==> src/rtl/irqesl_dummy_never.sv <==
// Spare design unit slot; the logic sits in irqesl_top, apart from the address decode in irqesl_pkg.

==> src/rtl/irqesl_pkg.sv <==
// Shared constants for the interrupt enable and status block.
package irqesl_pkg;

  // Bus widths.
  localparam int ADDR_W = 6;
  localparam int DATA_W = 32;

  // Register byte offsets, one aligned word each.
  localparam logic [ADDR_W-1:0] OFS_IRQ_EN = 6'h00;
  localparam logic [ADDR_W-1:0] OFS_IRQ_ST = 6'h04;
  localparam logic [ADDR_W-1:0] OFS_PORT_A = 6'h08;
  localparam logic [ADDR_W-1:0] OFS_PORT_B = 6'h0C;
  localparam logic [ADDR_W-1:0] OFS_NMI_EN = 6'h10;
  localparam logic [ADDR_W-1:0] OFS_NMI_ST = 6'h14;

  // Maskable source positions in enable and status registers.
  localparam int BIT_TIMER1 = 0;
  localparam int BIT_TIMER2 = 1;
  localparam int BIT_TIMER4 = 2;
  localparam int BIT_XMIT   = 3;
  localparam int BIT_SEROUT = 4;
  localparam int BIT_SERIN  = 5;
  localparam int BIT_KEY    = 6;
  localparam int BIT_BREAK  = 7;
  localparam int SRC_W      = 8;

  // Parallel-port control register fields.
  localparam int PCTL_EN_BIT   = 0;
  localparam int PCTL_FLAG_BIT = 7;
  localparam int PCTL_W        = 8;
  localparam int PORTS         = 2;
  localparam int PORT_A        = 0;
  localparam int PORT_B        = 1;

  // Nonmaskable source positions.
  localparam int NMI_DLI = 0;
  localparam int NMI_VBL = 1;
  localparam int NMI_RST = 2;
  localparam int NMI_W   = 3;

  // Reset values.
  localparam logic [SRC_W-1:0]  IRQ_EN_RST = 8'h00;
  localparam logic [SRC_W-1:0]  IRQ_ST_RST = 8'h00;
  localparam logic [PCTL_W-2:0] PCTL_RST   = 7'h00;
  localparam logic [NMI_W-1:0]  NMI_EN_RST = 3'h0;
  localparam logic [NMI_W-1:0]  NMI_ST_RST = 3'h0;

  // Bus response codes.
  localparam logic [1:0] RESP_OKAY   = 2'h0;
  localparam logic [1:0] RESP_DECERR = 2'h3;

  // Register selected by an address.
  typedef enum {
    REG_IRQ_EN, REG_IRQ_ST, REG_PORT_A, REG_PORT_B,
    REG_NMI_EN, REG_NMI_ST, REG_NONE
  } irqesl_reg_t;

  // Word-aligned address decode, shared by the read and write paths.
  function automatic irqesl_reg_t irqesl_decode(
    input logic [ADDR_W-1:0] a
  );
    logic [ADDR_W-1:0] w;
    w = {a[ADDR_W-1:2], 2'h0};
    case (w)
      OFS_IRQ_EN: irqesl_decode = REG_IRQ_EN;
      OFS_IRQ_ST: irqesl_decode = REG_IRQ_ST;
      OFS_PORT_A: irqesl_decode = REG_PORT_A;
      OFS_PORT_B: irqesl_decode = REG_PORT_B;
      OFS_NMI_EN: irqesl_decode = REG_NMI_EN;
      OFS_NMI_ST: irqesl_decode = REG_NMI_ST;
      default:    irqesl_decode = REG_NONE;
    endcase
  endfunction

endpackage

==> src/rtl/irqesl_top.sv <==
module irqesl_top (
  input  wire logic                           aclk,
  input  wire logic                           aresetn,
  input  wire logic                           s_axi_awvalid,
  output logic                                s_axi_awready,
  input  wire logic [irqesl_pkg::ADDR_W-1:0]  s_axi_awaddr,
  input  wire logic                           s_axi_wvalid,
  output logic                                s_axi_wready,
  input  wire logic [irqesl_pkg::DATA_W-1:0]  s_axi_wdata,
  input  wire logic [3:0]                     s_axi_wstrb,
  output logic                                s_axi_bvalid,
  input  wire logic                           s_axi_bready,
  output logic [1:0]                          s_axi_bresp,
  input  wire logic                           s_axi_arvalid,
  output logic                                s_axi_arready,
  input  wire logic [irqesl_pkg::ADDR_W-1:0]  s_axi_araddr,
  output logic                                s_axi_rvalid,
  input  wire logic                           s_axi_rready,
  output logic [irqesl_pkg::DATA_W-1:0]       s_axi_rdata,
  output logic [1:0]                          s_axi_rresp,
  input  wire logic                           serin_evt,
  input  wire logic                           serout_evt,
  input  wire logic                           xmit_done,
  input  wire logic                           timer1_evt,
  input  wire logic                           timer2_evt,
  input  wire logic                           timer4_evt,
  input  wire logic                           key_evt,
  input  wire logic                           break_evt,
  input  wire logic                           proceed_pin,
  input  wire logic                           periph_int_pin,
  input  wire logic                           dli_evt,
  input  wire logic                           vblank_evt,
  input  wire logic                           sys_reset_pin,
  output logic                                irq_o,
  output logic                                nmi_o
);
  import irqesl_pkg::*;

  //////////////////////////////////////////////////////////////////////////
  // Declarations.
  logic [SRC_W-1:0]  irq_en_r;        // Write-only source enables.
  logic [SRC_W-1:0]  irq_st_r;        // Sticky pending flags.
  logic [SRC_W-1:0]  irq_st_view;     // Flags as software sees them.
  logic [SRC_W-1:0]  src_evt;         // Event pulses by bit position.
  logic [PCTL_W-2:0] port_ctl_r [PORTS]; // Stored port control bits.
  logic [PORTS-1:0]  port_flag_r;     // Port interrupt flags.
  logic [PORTS-1:0]  port_edge;       // Port input request edges.
  logic [PORTS-1:0]  port_rd;         // Port control read this cycle.
  logic [NMI_W-1:0]  nmi_en_r;        // Nonmaskable source enables.
  logic [NMI_W-1:0]  nmi_st_r;        // Nonmaskable sticky flags.
  logic [NMI_W-1:0]  nmi_evt;         // Nonmaskable event pulses.
  logic [2:0]        sync1_r;         // First synchroniser stage.
  logic [2:0]        sync2_r;         // Second synchroniser stage.
  logic [2:0]        sync3_r;         // Third synchroniser stage.
  logic [2:0]        pin_lvl_r;       // Accepted pin levels.
  logic [2:0]        pin_rise;        // Accepted rising edges.
  logic              aw_full_r;       // Write address held.
  logic              w_full_r;        // Write data held.
  logic [ADDR_W-1:0] aw_addr_r;       // Held write address.
  logic [DATA_W-1:0] w_data_r;        // Held write data.
  logic              w_lane0_r;       // Low byte lane was strobed.
  logic              do_wr;           // Write performed this cycle.
  logic              wr_ok;           // Write changes a register.
  irqesl_reg_t       wr_sel;          // Register being written.
  irqesl_reg_t       rd_sel;          // Register being read.
  logic              rd_take;         // Read address taken.
  logic              bvalid_r;        // Write response pending.
  logic [1:0]        bresp_r;         // Write response code.
  logic              rvalid_r;        // Read response pending.
  logic [DATA_W-1:0] rdata_r;         // Read data.
  logic [1:0]        rresp_r;         // Read response code.
  logic [DATA_W-1:0] rd_val;          // Value for the current read.

  //////////////////////////////////////////////////////////////////////////
  // Pin synchronisers. The serial-bus lines and the reset key come from
  // outside the clock domain; a level counts only once stages two and
  // three agree, which rejects a single-cycle glitch.
  always_ff @(posedge aclk) begin
    if (!aresetn) begin
      sync1_r   <= 3'h0;
      sync2_r   <= 3'h0;
      sync3_r   <= 3'h0;
      pin_lvl_r <= 3'h0;
    end else begin
      sync1_r <= {sys_reset_pin, periph_int_pin, proceed_pin};
      sync2_r <= sync1_r;
      sync3_r <= sync2_r;
      for (int i = 0; i < 3; i++) begin
        if (sync2_r[i] == sync3_r[i]) begin
          pin_lvl_r[i] <= sync3_r[i];
        end
      end
    end
  end

  // Edge seen when stages two and three agree high over a low level.
  assign pin_rise = sync2_r & sync3_r & ~pin_lvl_r;

  assign port_edge[PORT_A] = pin_rise[0];
  assign port_edge[PORT_B] = pin_rise[1];

  //////////////////////////////////////////////////////////////////////////
  // Maskable sources, gathered by bit position.
  // Keyboard and break are distinct bits; serial and timers one each.
  always_comb begin
    src_evt             = '0;
    src_evt[BIT_TIMER1] = timer1_evt;
    src_evt[BIT_TIMER2] = timer2_evt;
    src_evt[BIT_TIMER4] = timer4_evt;
    src_evt[BIT_SEROUT] = serout_evt;
    src_evt[BIT_SERIN]  = serin_evt;
    src_evt[BIT_KEY]    = key_evt;
    src_evt[BIT_BREAK]  = break_evt;
  end

  // Bit 3 is not a latch: it mirrors the transmit shift register.
  always_comb begin
    irq_st_view            = irq_st_r;
    irq_st_view[BIT_XMIT]  = xmit_done;
  end

  //////////////////////////////////////////////////////////////////////////
  // Write channel. Address and data are taken independently; the
  // register update happens once both are held and no response waits.
  assign s_axi_awready = !aw_full_r;
  assign s_axi_wready  = !w_full_r;
  assign do_wr  = aw_full_r && w_full_r && !bvalid_r;
  assign wr_sel = irqesl_decode(aw_addr_r);
  // Registers are at most eight bits wide, so only byte lane 0 writes.
  assign wr_ok  = do_wr && w_lane0_r;

  always_ff @(posedge aclk) begin
    if (!aresetn) begin
      aw_full_r <= 1'b0;
      aw_addr_r <= '0;
    end else if (s_axi_awvalid && s_axi_awready) begin
      aw_full_r <= 1'b1;
      aw_addr_r <= s_axi_awaddr;
    end else if (do_wr) begin
      aw_full_r <= 1'b0;
    end
  end

  always_ff @(posedge aclk) begin
    if (!aresetn) begin
      w_full_r  <= 1'b0;
      w_data_r  <= '0;
      w_lane0_r <= 1'b0;
    end else if (s_axi_wvalid && s_axi_wready) begin
      w_full_r  <= 1'b1;
      w_data_r  <= s_axi_wdata;
      w_lane0_r <= s_axi_wstrb[0];
    end else if (do_wr) begin
      w_full_r <= 1'b0;
    end
  end

  // Unmapped writes answer with a decode error and change nothing.
  always_ff @(posedge aclk) begin
    if (!aresetn) begin
      bvalid_r <= 1'b0;
      bresp_r  <= RESP_OKAY;
    end else if (do_wr) begin
      bvalid_r <= 1'b1;
      bresp_r  <= (wr_sel == REG_NONE) ? RESP_DECERR : RESP_OKAY;
    end else if (s_axi_bready) begin
      bvalid_r <= 1'b0;
    end
  end

  assign s_axi_bvalid = bvalid_r;
  assign s_axi_bresp  = bresp_r;

  //////////////////////////////////////////////////////////////////////////
  // Read channel. One read at a time; data appear one edge after the
  // address is taken. Port control reads clear the port flag.
  assign s_axi_arready = !rvalid_r;
  assign rd_take = s_axi_arvalid && s_axi_arready;
  assign rd_sel  = irqesl_decode(s_axi_araddr);
  assign port_rd[PORT_A] = rd_take && (rd_sel == REG_PORT_A);
  assign port_rd[PORT_B] = rd_take && (rd_sel == REG_PORT_B);

  // Read data mux; the enable register hides its contents.
  always_comb begin
    rd_val = '0;
    case (rd_sel)
      REG_IRQ_EN: rd_val = '0;
      REG_IRQ_ST: rd_val[SRC_W-1:0] = irq_st_view;
      REG_PORT_A: rd_val[PCTL_W-1:0] = {port_flag_r[PORT_A],
                                        port_ctl_r[PORT_A]};
      REG_PORT_B: rd_val[PCTL_W-1:0] = {port_flag_r[PORT_B],
                                        port_ctl_r[PORT_B]};
      REG_NMI_EN: rd_val[NMI_W-1:0] = nmi_en_r;
      REG_NMI_ST: rd_val[NMI_W-1:0] = nmi_st_r;
      default:    rd_val = '0;
    endcase
  end

  always_ff @(posedge aclk) begin
    if (!aresetn) begin
      rvalid_r <= 1'b0;
      rdata_r  <= '0;
      rresp_r  <= RESP_OKAY;
    end else if (rd_take) begin
      rvalid_r <= 1'b1;
      rdata_r  <= rd_val;
      rresp_r  <= (rd_sel == REG_NONE) ? RESP_DECERR : RESP_OKAY;
    end else if (s_axi_rready) begin
      rvalid_r <= 1'b0;
    end
  end

  assign s_axi_rvalid = rvalid_r;
  assign s_axi_rdata  = rdata_r;
  assign s_axi_rresp  = rresp_r;

  //////////////////////////////////////////////////////////////////////////
  // Maskable enable and status registers.
  // A one enables the source.
  always_ff @(posedge aclk) begin
    if (!aresetn) begin
      irq_en_r <= IRQ_EN_RST;
    end else if (wr_ok && wr_sel == REG_IRQ_EN) begin
      irq_en_r <= w_data_r[SRC_W-1:0];
    end
  end

  // Only an enabled source latches; a zero written to the enable clears
  // the flag. A new event in the clearing cycle still sets the flag.
  always_ff @(posedge aclk) begin
    if (!aresetn) begin
      irq_st_r <= IRQ_ST_RST;
    end else begin
      for (int i = 0; i < SRC_W; i++) begin
        if (i == BIT_XMIT) begin
          irq_st_r[i] <= 1'b0;
        end else if (src_evt[i] && irq_en_r[i]) begin
          irq_st_r[i] <= 1'b1;
        end else if (wr_ok && wr_sel == REG_IRQ_EN && !w_data_r[i]) begin
          irq_st_r[i] <= 1'b0;
        end
      end
    end
  end

  //////////////////////////////////////////////////////////////////////////
  // Parallel-port control registers. Bits 6..0 are stored; bit 7 is the
  // flag, set by an input edge and cleared by a read of the register; an edge in the same cycle wins.
  always_ff @(posedge aclk) begin
    if (!aresetn) begin
      port_ctl_r  <= '{default: PCTL_RST};
      port_flag_r <= '0;
    end else begin
      if (wr_ok && wr_sel == REG_PORT_A) begin
        port_ctl_r[PORT_A] <= w_data_r[PCTL_W-2:0];
      end
      if (wr_ok && wr_sel == REG_PORT_B) begin
        port_ctl_r[PORT_B] <= w_data_r[PCTL_W-2:0];
      end
      for (int p = 0; p < PORTS; p++) begin
        if (port_edge[p]) begin
          port_flag_r[p] <= 1'b1;
        end else if (port_rd[p]) begin
          port_flag_r[p] <= 1'b0;
        end
      end
    end
  end

  //////////////////////////////////////////////////////////////////////////
  // Maskable request output. It is a level that follows the flags, so it
  // falls as soon as the last enabled flag is cleared. The processor's
  // own global disable lies outside and is not modelled here.
  always_comb begin
    irq_o = |(irq_st_view & irq_en_r);
    for (int p = 0; p < PORTS; p++) begin
      irq_o = irq_o || (port_flag_r[p]
              && port_ctl_r[p][PCTL_EN_BIT]);
    end
  end

  //////////////////////////////////////////////////////////////////////////
  // Nonmaskable path. Display-list and vertical-blank events need their
  // enable; the reset key is always enabled. Flags clear by writing one.
  assign nmi_evt[NMI_DLI] = dli_evt;
  assign nmi_evt[NMI_VBL] = vblank_evt;
  assign nmi_evt[NMI_RST] = pin_rise[2];

  always_ff @(posedge aclk) begin
    if (!aresetn) begin
      nmi_en_r <= NMI_EN_RST;
    end else if (wr_ok && wr_sel == REG_NMI_EN) begin
      nmi_en_r <= w_data_r[NMI_W-1:0];
    end
  end

  // Set wins over a write-one clear in the same cycle.
  always_ff @(posedge aclk) begin
    if (!aresetn) begin
      nmi_st_r <= NMI_ST_RST;
    end else begin
      for (int i = 0; i < NMI_W; i++) begin
        if (nmi_evt[i]) begin
          nmi_st_r[i] <= 1'b1;
        end else if (wr_ok && wr_sel == REG_NMI_ST && w_data_r[i]) begin
          nmi_st_r[i] <= 1'b0;
        end
      end
    end
  end

  // The reset bit bypasses the enable register.
  always_comb begin
    nmi_o = nmi_st_r[NMI_RST]
            || |(nmi_st_r[NMI_VBL:NMI_DLI]
                 & nmi_en_r[NMI_VBL:NMI_DLI]);
  end
endmodule

==> config.mk <==
export PLATFORM = sky130hd
export DESIGN_NAME = irqesl_top
export DESIGN_NICKNAME = d
export VERILOG_FILES = /design/src/rtl/irqesl_dummy_never.sv /design/src/rtl/irqesl_pkg.sv /design/src/rtl/irqesl_top.sv
export SDC_FILE = /design/constraint.sdc
export NUM_CORES = 1
export LEC_CHECK = 0
export BUFFER_PORTS_ARGS = -buffer_cell sky130_fd_sc_hd__buf_4
export CORE_MARGIN = 2
export CORE_UTILIZATION = 30
export CTS_BUF_LIST = sky130_fd_sc_hd__clkbuf_8
export DETAILED_ROUTE_END_ITERATION = 8
export PLACE_DENSITY_LB_ADDON = 0.3
export SLEW_MARGIN = 20
export SYNTH_ARGS = -nofsm -noshare
export SYNTH_HDL_FRONTEND = slang
export SYNTH_SLANG_ARGS = --single-unit
==> constraint.sdc <==
create_clock -name aclk -period 3.35 [get_ports aclk]
set_clock_uncertainty 0.05 [all_clocks]
set_input_delay 0.335 -clock aclk [delete_from_list [all_inputs] [get_ports aclk]]
set_output_delay 0.335 -clock aclk [all_outputs]
set_load 0.02 [all_outputs]
-- Word level (Yosys, flattened, before mapping)
Index checks and enable logic that the tools add are counted.
W data, S select, Z words.
- equality and inequality tests: 26
- multiplexer cells: 37
- bitwise gates (word level): 5
- reductions and logical operators: 67
- operators with widths (operator ; count):
    $eq A32 B3 Y1 const B ; 6
    $eq A32 B4 Y1 const B ; 4
    $eq A32 B2 Y1 const B ; 2
    $pmux W3 S6 ; 2
    $eq A32 B1 Y1 const B ; 1
    $logic_and A1 B1 Y1 ; 32
    $logic_not A32 Y1 ; 1
    $reduce_bool A2 Y1 ; 16
    $mux W1 ; 31
    $eq A4 B2 Y1 const B ; 4
    $eq A4 B3 Y1 const B ; 4
    $pmux W3 S5 ; 1
    $pmux W5 S3 ; 1
    $logic_not A1 Y1 ; 11
    $and A8 B8 Y8 ; 1
    $eq A4 B1 Y1 const B ; 2
    $logic_not A4 Y1 ; 2
    $reduce_or A8 Y1 ; 1
    $and A3 B3 Y3 ; 2
    $mux W2 ; 2
    $eq A1 B1 Y1 ; 3
    $logic_or A1 B1 Y1 ; 3
    $not A3 Y3 ; 1
    $and A2 B2 Y2 ; 1
    $reduce_or A2 Y1 ; 1
- register bits after elaboration: 80
- input port bits: 68
- output and inout bits: 43
- logic and storage cells: 167

-- Depth between registers and ports, before layout
- depth after elaboration: 7
- depth in mapped cells: 8

-- Worst setup path after synthesis
Ideal clock, no wire load.
- kind: input to register
- from: in s_axi_araddr[4] (netlist bit)
- to: reg rdata_r[3] (netlist: s_axi_rdata[3])
- setup time: 70 ps
- arrival time: 1588 ps
- data required time: 3230 ps
- path slack: 1643 ps
- cell stages on the path: 8
- buffers on the path: 0
- cells stage by stage: nor2_1 -> and2_2 -> inv_1 -> ha_1 -> nor4b_4 -> and2_2 -> a221oi_1 -> a21oi_1
- cells in the longest elaborated chain, start to end: 4
- ends and longest elaborated chain (item ; line ; source):
    start: declaration ; irqesl_top.sv:16 ; input wire logic [irqesl_pkg::ADDR_W-1:0] s_axi_araddr,
    $eq A4 B3 Y1, or another cell as far along ; irqesl_pkg.sv:64 ; case (w)
    $pmux W3 S6 * ; irqesl_pkg.sv:64 ;
    $eq A32 B2 Y1 / $eq A32 B1 Y1 (equally long branches) ; irqesl_top.sv:186 ; case (rd_sel)
    $pmux W5 S3 * ; irqesl_top.sv:186 ;
    end signal: assignment ; irqesl_top.sv:206 ; rdata_r <= rd_val;
    end: declaration ; irqesl_top.sv:70 ; logic [DATA_W-1:0] rdata_r;
Mark *: on every way between the ends. The rest lies on a longest branch, timed or not.
A chain may end at the register's enable or synchronous reset.

-- Final worst setup path
- from: reg port_flag_r[1]
- to: out irq_o
- cells in the longest elaborated chain, start to end: 2
- ends and longest elaborated chain (item ; line ; source):
    start: declaration ; irqesl_top.sv:46 ; logic [PORTS-1:0] port_flag_r;
    start signal: assignment ; irqesl_top.sv:252 ; port_flag_r <= '0;
    start signal: indexed assignment ; irqesl_top.sv:262 ; port_flag_r[p] <= 1'b1;
    start signal: indexed assignment ; irqesl_top.sv:264 ; port_flag_r[p] <= 1'b0;
    $logic_and A1 B1 Y1 ; irqesl_top.sv:278 ; && port_ctl_r[p][PCTL_EN_BIT]);
    $logic_or A1 B1 Y1 ; irqesl_top.sv:277 ; irq_o = irq_o || (port_flag_r[p]
    end: declaration ; irqesl_top.sv:34 ; output logic irq_o,
Every way passes these cells.

==> results.json <==
{
  "synth-adder-area-share_pct": 1.82,
  "final.setup.tns_ns": 0,
  "min-delay-path-class": "in -> reg",
  "synth_top_family_by_area": "simple AND/OR/NAND/NOR gates",
  "grt_first_pass_wirelength_mm": 11.6,
  "yosys.area_share.xor_xnor_pct": 0,
  "crit_path_required_time_ns": 2.96,
  "worst_hold_slack_ns": 0.138,
  "sw_frac_of_total_pct": 26.4,
  "initial_standard_cell_utilization_of_the_core_pct": 30.4,
  "path_clk_slew_ns": 0.07,
  "max_stage_delay_ns": 0.34,
  "floorplan.die.height_um": 111,
  "avgViaCountPerCell": 4.58,
  "area_growth_syn_to_layout_pct": 16.3,
  "boundaryPins": 111,
  "drtAntennaViolNets": 0,
  "ctsRootBufferMaster": "clkbuf_8",
  "fp-row-count": 39,
  "cts-hold-fix-buffers": 0,
  "path_cells": "a22o_1 > a221oi_1 > nand4_1 > buf_4",
  "io_buffer_count": 55,
  "finalMaxSlewViolations": 0,
  "layout_min_cycle_time_ns": 1.92,
  "outcome": "finished clean",
  "global_route_usage_sum_pct": 11.9,
  "critical_path_peak_fanout": 3,
  "cts_tree": "yes",
  "clock_power_share_pct": 33.6,
  "synth_edf_count": 0,
  "top_achievable_clock_speed_ghz": 0.520,
  "power.share.sequential_pct": 55.6,
  "hold_violations": 0,
  "vdd_ir_drop_max_v": 0.000211,
  "fraction_of_final_layout_cells_with_drive_strength_greater_than_1_pct": 20.5,
  "avgRoutedWirePerCell_um": 13.4,
  "post_cts_resized": 0,
  "synth-simple-area-share_pct": 20.1,
  "place.detailed.instances": 532,
  "vias_in_the_first_global_route": 2288,
  "numClockSinks": 76,
  "rsz0062_at_grt": "false",
  "synthArstFlopShare_pct": 0,
  "fin_crit_sh_pct": 57.4,
  "syn_warnings": 0,
  "synthFlopType": "dfxtp_1",
  "drc": 0,
  "least_margin_pin_slew_ns": 0.634,
  "worst-endpoint-arrival_ns": 1.54,
  "dieWidth_um": 111,
  "core_area_um2": 11300,
  "internal_power_mw": 1.26,
  "maxCapViolCount": 0,
  "synth.yosys.seq_area_share_pct": 44.3,
  "hpwl_mm": 5.21,
  "post_synth_mux_area_share_pct": 10.0,
  "crit_path_start_kind": "flip-flop",
  "number_of_cells_produced_by_synthesis": 353,
  "timing_worst_setup_path_type": "reg -> out",
  "slew_headroom_pct": 57.5,
  "fin_nets": 473,
  "htree_levels": 3,
  "place.gp.congestion": 0.713,
  "crit_slowest_cell": "dfxtp_1",
  "grt-ovfl-total": 0,
  "grt_start_max_net_pins": 73,
  "syn_area_per_cell_um2": 9.72,
  "cts_setup_buffers": 0,
  "clock_latency_on_the_worst_skew_pair_ns": 0.35,
  "endpoint_kind": "primary output",
  "yosys.cell_types.count": 43,
  "synth-seq-cells": 76,
  "wirelength_mm": 7.31,
  "power_switching_mw": 0.454,
  "finish.cell_count_without_fillers": 547,
  "die_area_um2": 12300,
  "p_leak_nw": 1.70,
  "powerDensity_nw_per_um2": 430,
  "clock_path_buffers": 2,
  "detail_route.first_pass.iterations": 4,
  "worst_path_dominant_cell_family": "compound AO/OA/AOI/OAI gates",
  "fin_total_pwr_mw": 1.72,
  "synth-compound-area-share_pct": 14.8,
  "n_antenna_cell": 0,
  "cts-buffers-inserted": 9,
  "grt_antenna_before_repair": 0,
  "detail_route.iter0.violations": 59,
  "num_vias": 2503,
  "critPathBufInv": 1,
  "combinationalPowerShare_pct": 10.9,
  "netlist_area_um2": 3430,
  "setup_violations": 0,
  "final_core_util_pct": 35.4
}
[cells in the final DEF (no fill, tap or decap), types with 2 or more instances in the layout]
master,instances
nor4b_4,2
mux2_2,3
nand2b_1,2
clkbuf_8,9
a221oi_1,6
nor2b_1,40
and3b_1,2
a31oi_1,2
a32oi_1,3
a21oi_1,11
nand4_1,3
dfxtp_1,76
o21ai_0,15
a21boi_0,19
inv_1,11
a22oi_1,3
nand2_1,38
a221o_2,3
conb_1,24
o21a_1,2
and3_1,2
nor2_1,6
and2_1,10
clkinv_2,3
o211a_1,2
and2_2,2
mux2i_1,31
buf_4,55
ha_1,5
[routing by layer]
metal,GRT usage (%),wire length (um),share of wire (%)
met1,16.2,3570,49
met2,17.7,3180,44
met5,0,0,0
met3,3.94,469,6.4
met4,4.08,81,1.1
[worst paths after layout]
check                      start             end  slack (ns)  cells after the start
setup / recovery  port_flag_r[1]           irq_o        1.43                      4
hold / removal     sys_reset_pin      sync1_r[2]        0.14                      2
setup reg to reg    s_axi_rvalid  s_axi_rdata[2]        1.54                      4
hold reg to reg       sync1_r[1]      sync2_r[1]        0.38                      1
[power groups by stage]
stage	logic (mW)	clock network, mW	registers (mW)
after CTS	0.188	0.592	0.953
after global placement	0.186	0	0.973
final	0.187	0.576	0.953
after detailed placement	0.187	0	0.974
after global routing	0.204	0.630	0.957
after floorplan	0.135	0	0.973
[area by class of cell]
class                   count  area (um2)
clock inverters             6        26.3
fillers                  1168        7280
multi-input cells         250        1700
well taps                 143         179
repair buffers             55         413
clock buffers               9         124
flip-flops and latches     76        1520
inverters                   8        30.0
[cells by family after synthesis]
| group | Yosys count |
|---|---|
| and+or+nand+nor | 115 |
| other | 1 |
| DFF | 76 |
| buffers and inverters | 50 |
| adders and majority gates | 5 |
| AOI/OAI and AO/OA | 72 |
| muxes | 34 |
[synthesized netlist by cell type (all sizes together), types with 2 or more instances]
cell    number  share of area (%)
nand2b       2               0.36
a31oi        2               0.36
and3         2               0.36
o21a         2               0.44
nand2       38                4.2
a21oi       11                1.6
a21boi      19                4.2
buf         32                6.8
mux2         3               0.98
and3b        2               0.51
o211a        2               0.58
clkbuf      10                1.1
nand3        2               0.44
o21ai       15                2.2
nor2b       40                7.3
a32oi        3               0.77
nor2         6               0.66
a22oi        3               0.66
nor4b        3                1.8
dfxtp       76                 44
ha           5                1.8
nand4        3               0.55
a221oi       6                1.5
a221o        4                1.3
mux2i       31                9.0
and2        12                2.3
inv          8               0.87
[state kept, by name (all words and copies together), names as in the netlist, 4 cells and up]
name	count
port_ctl_r	14
s_axi_rdata	8
w_data_r	8
irq_en_r	8
aw_addr_r	4
irq_st_r	7
[per-stage QoR]
stage | instance area [um2] | setup WS (ns)
after CTS | 3990 | 1.40
after floorplan | 3520 | 1.64
after detailed placement | 3840 | 1.24
final | 3990 | 1.43
after global routing | 3990 | 1.34
after global placement | 3840 | 1.28
(Power assumes the default switching activity.)
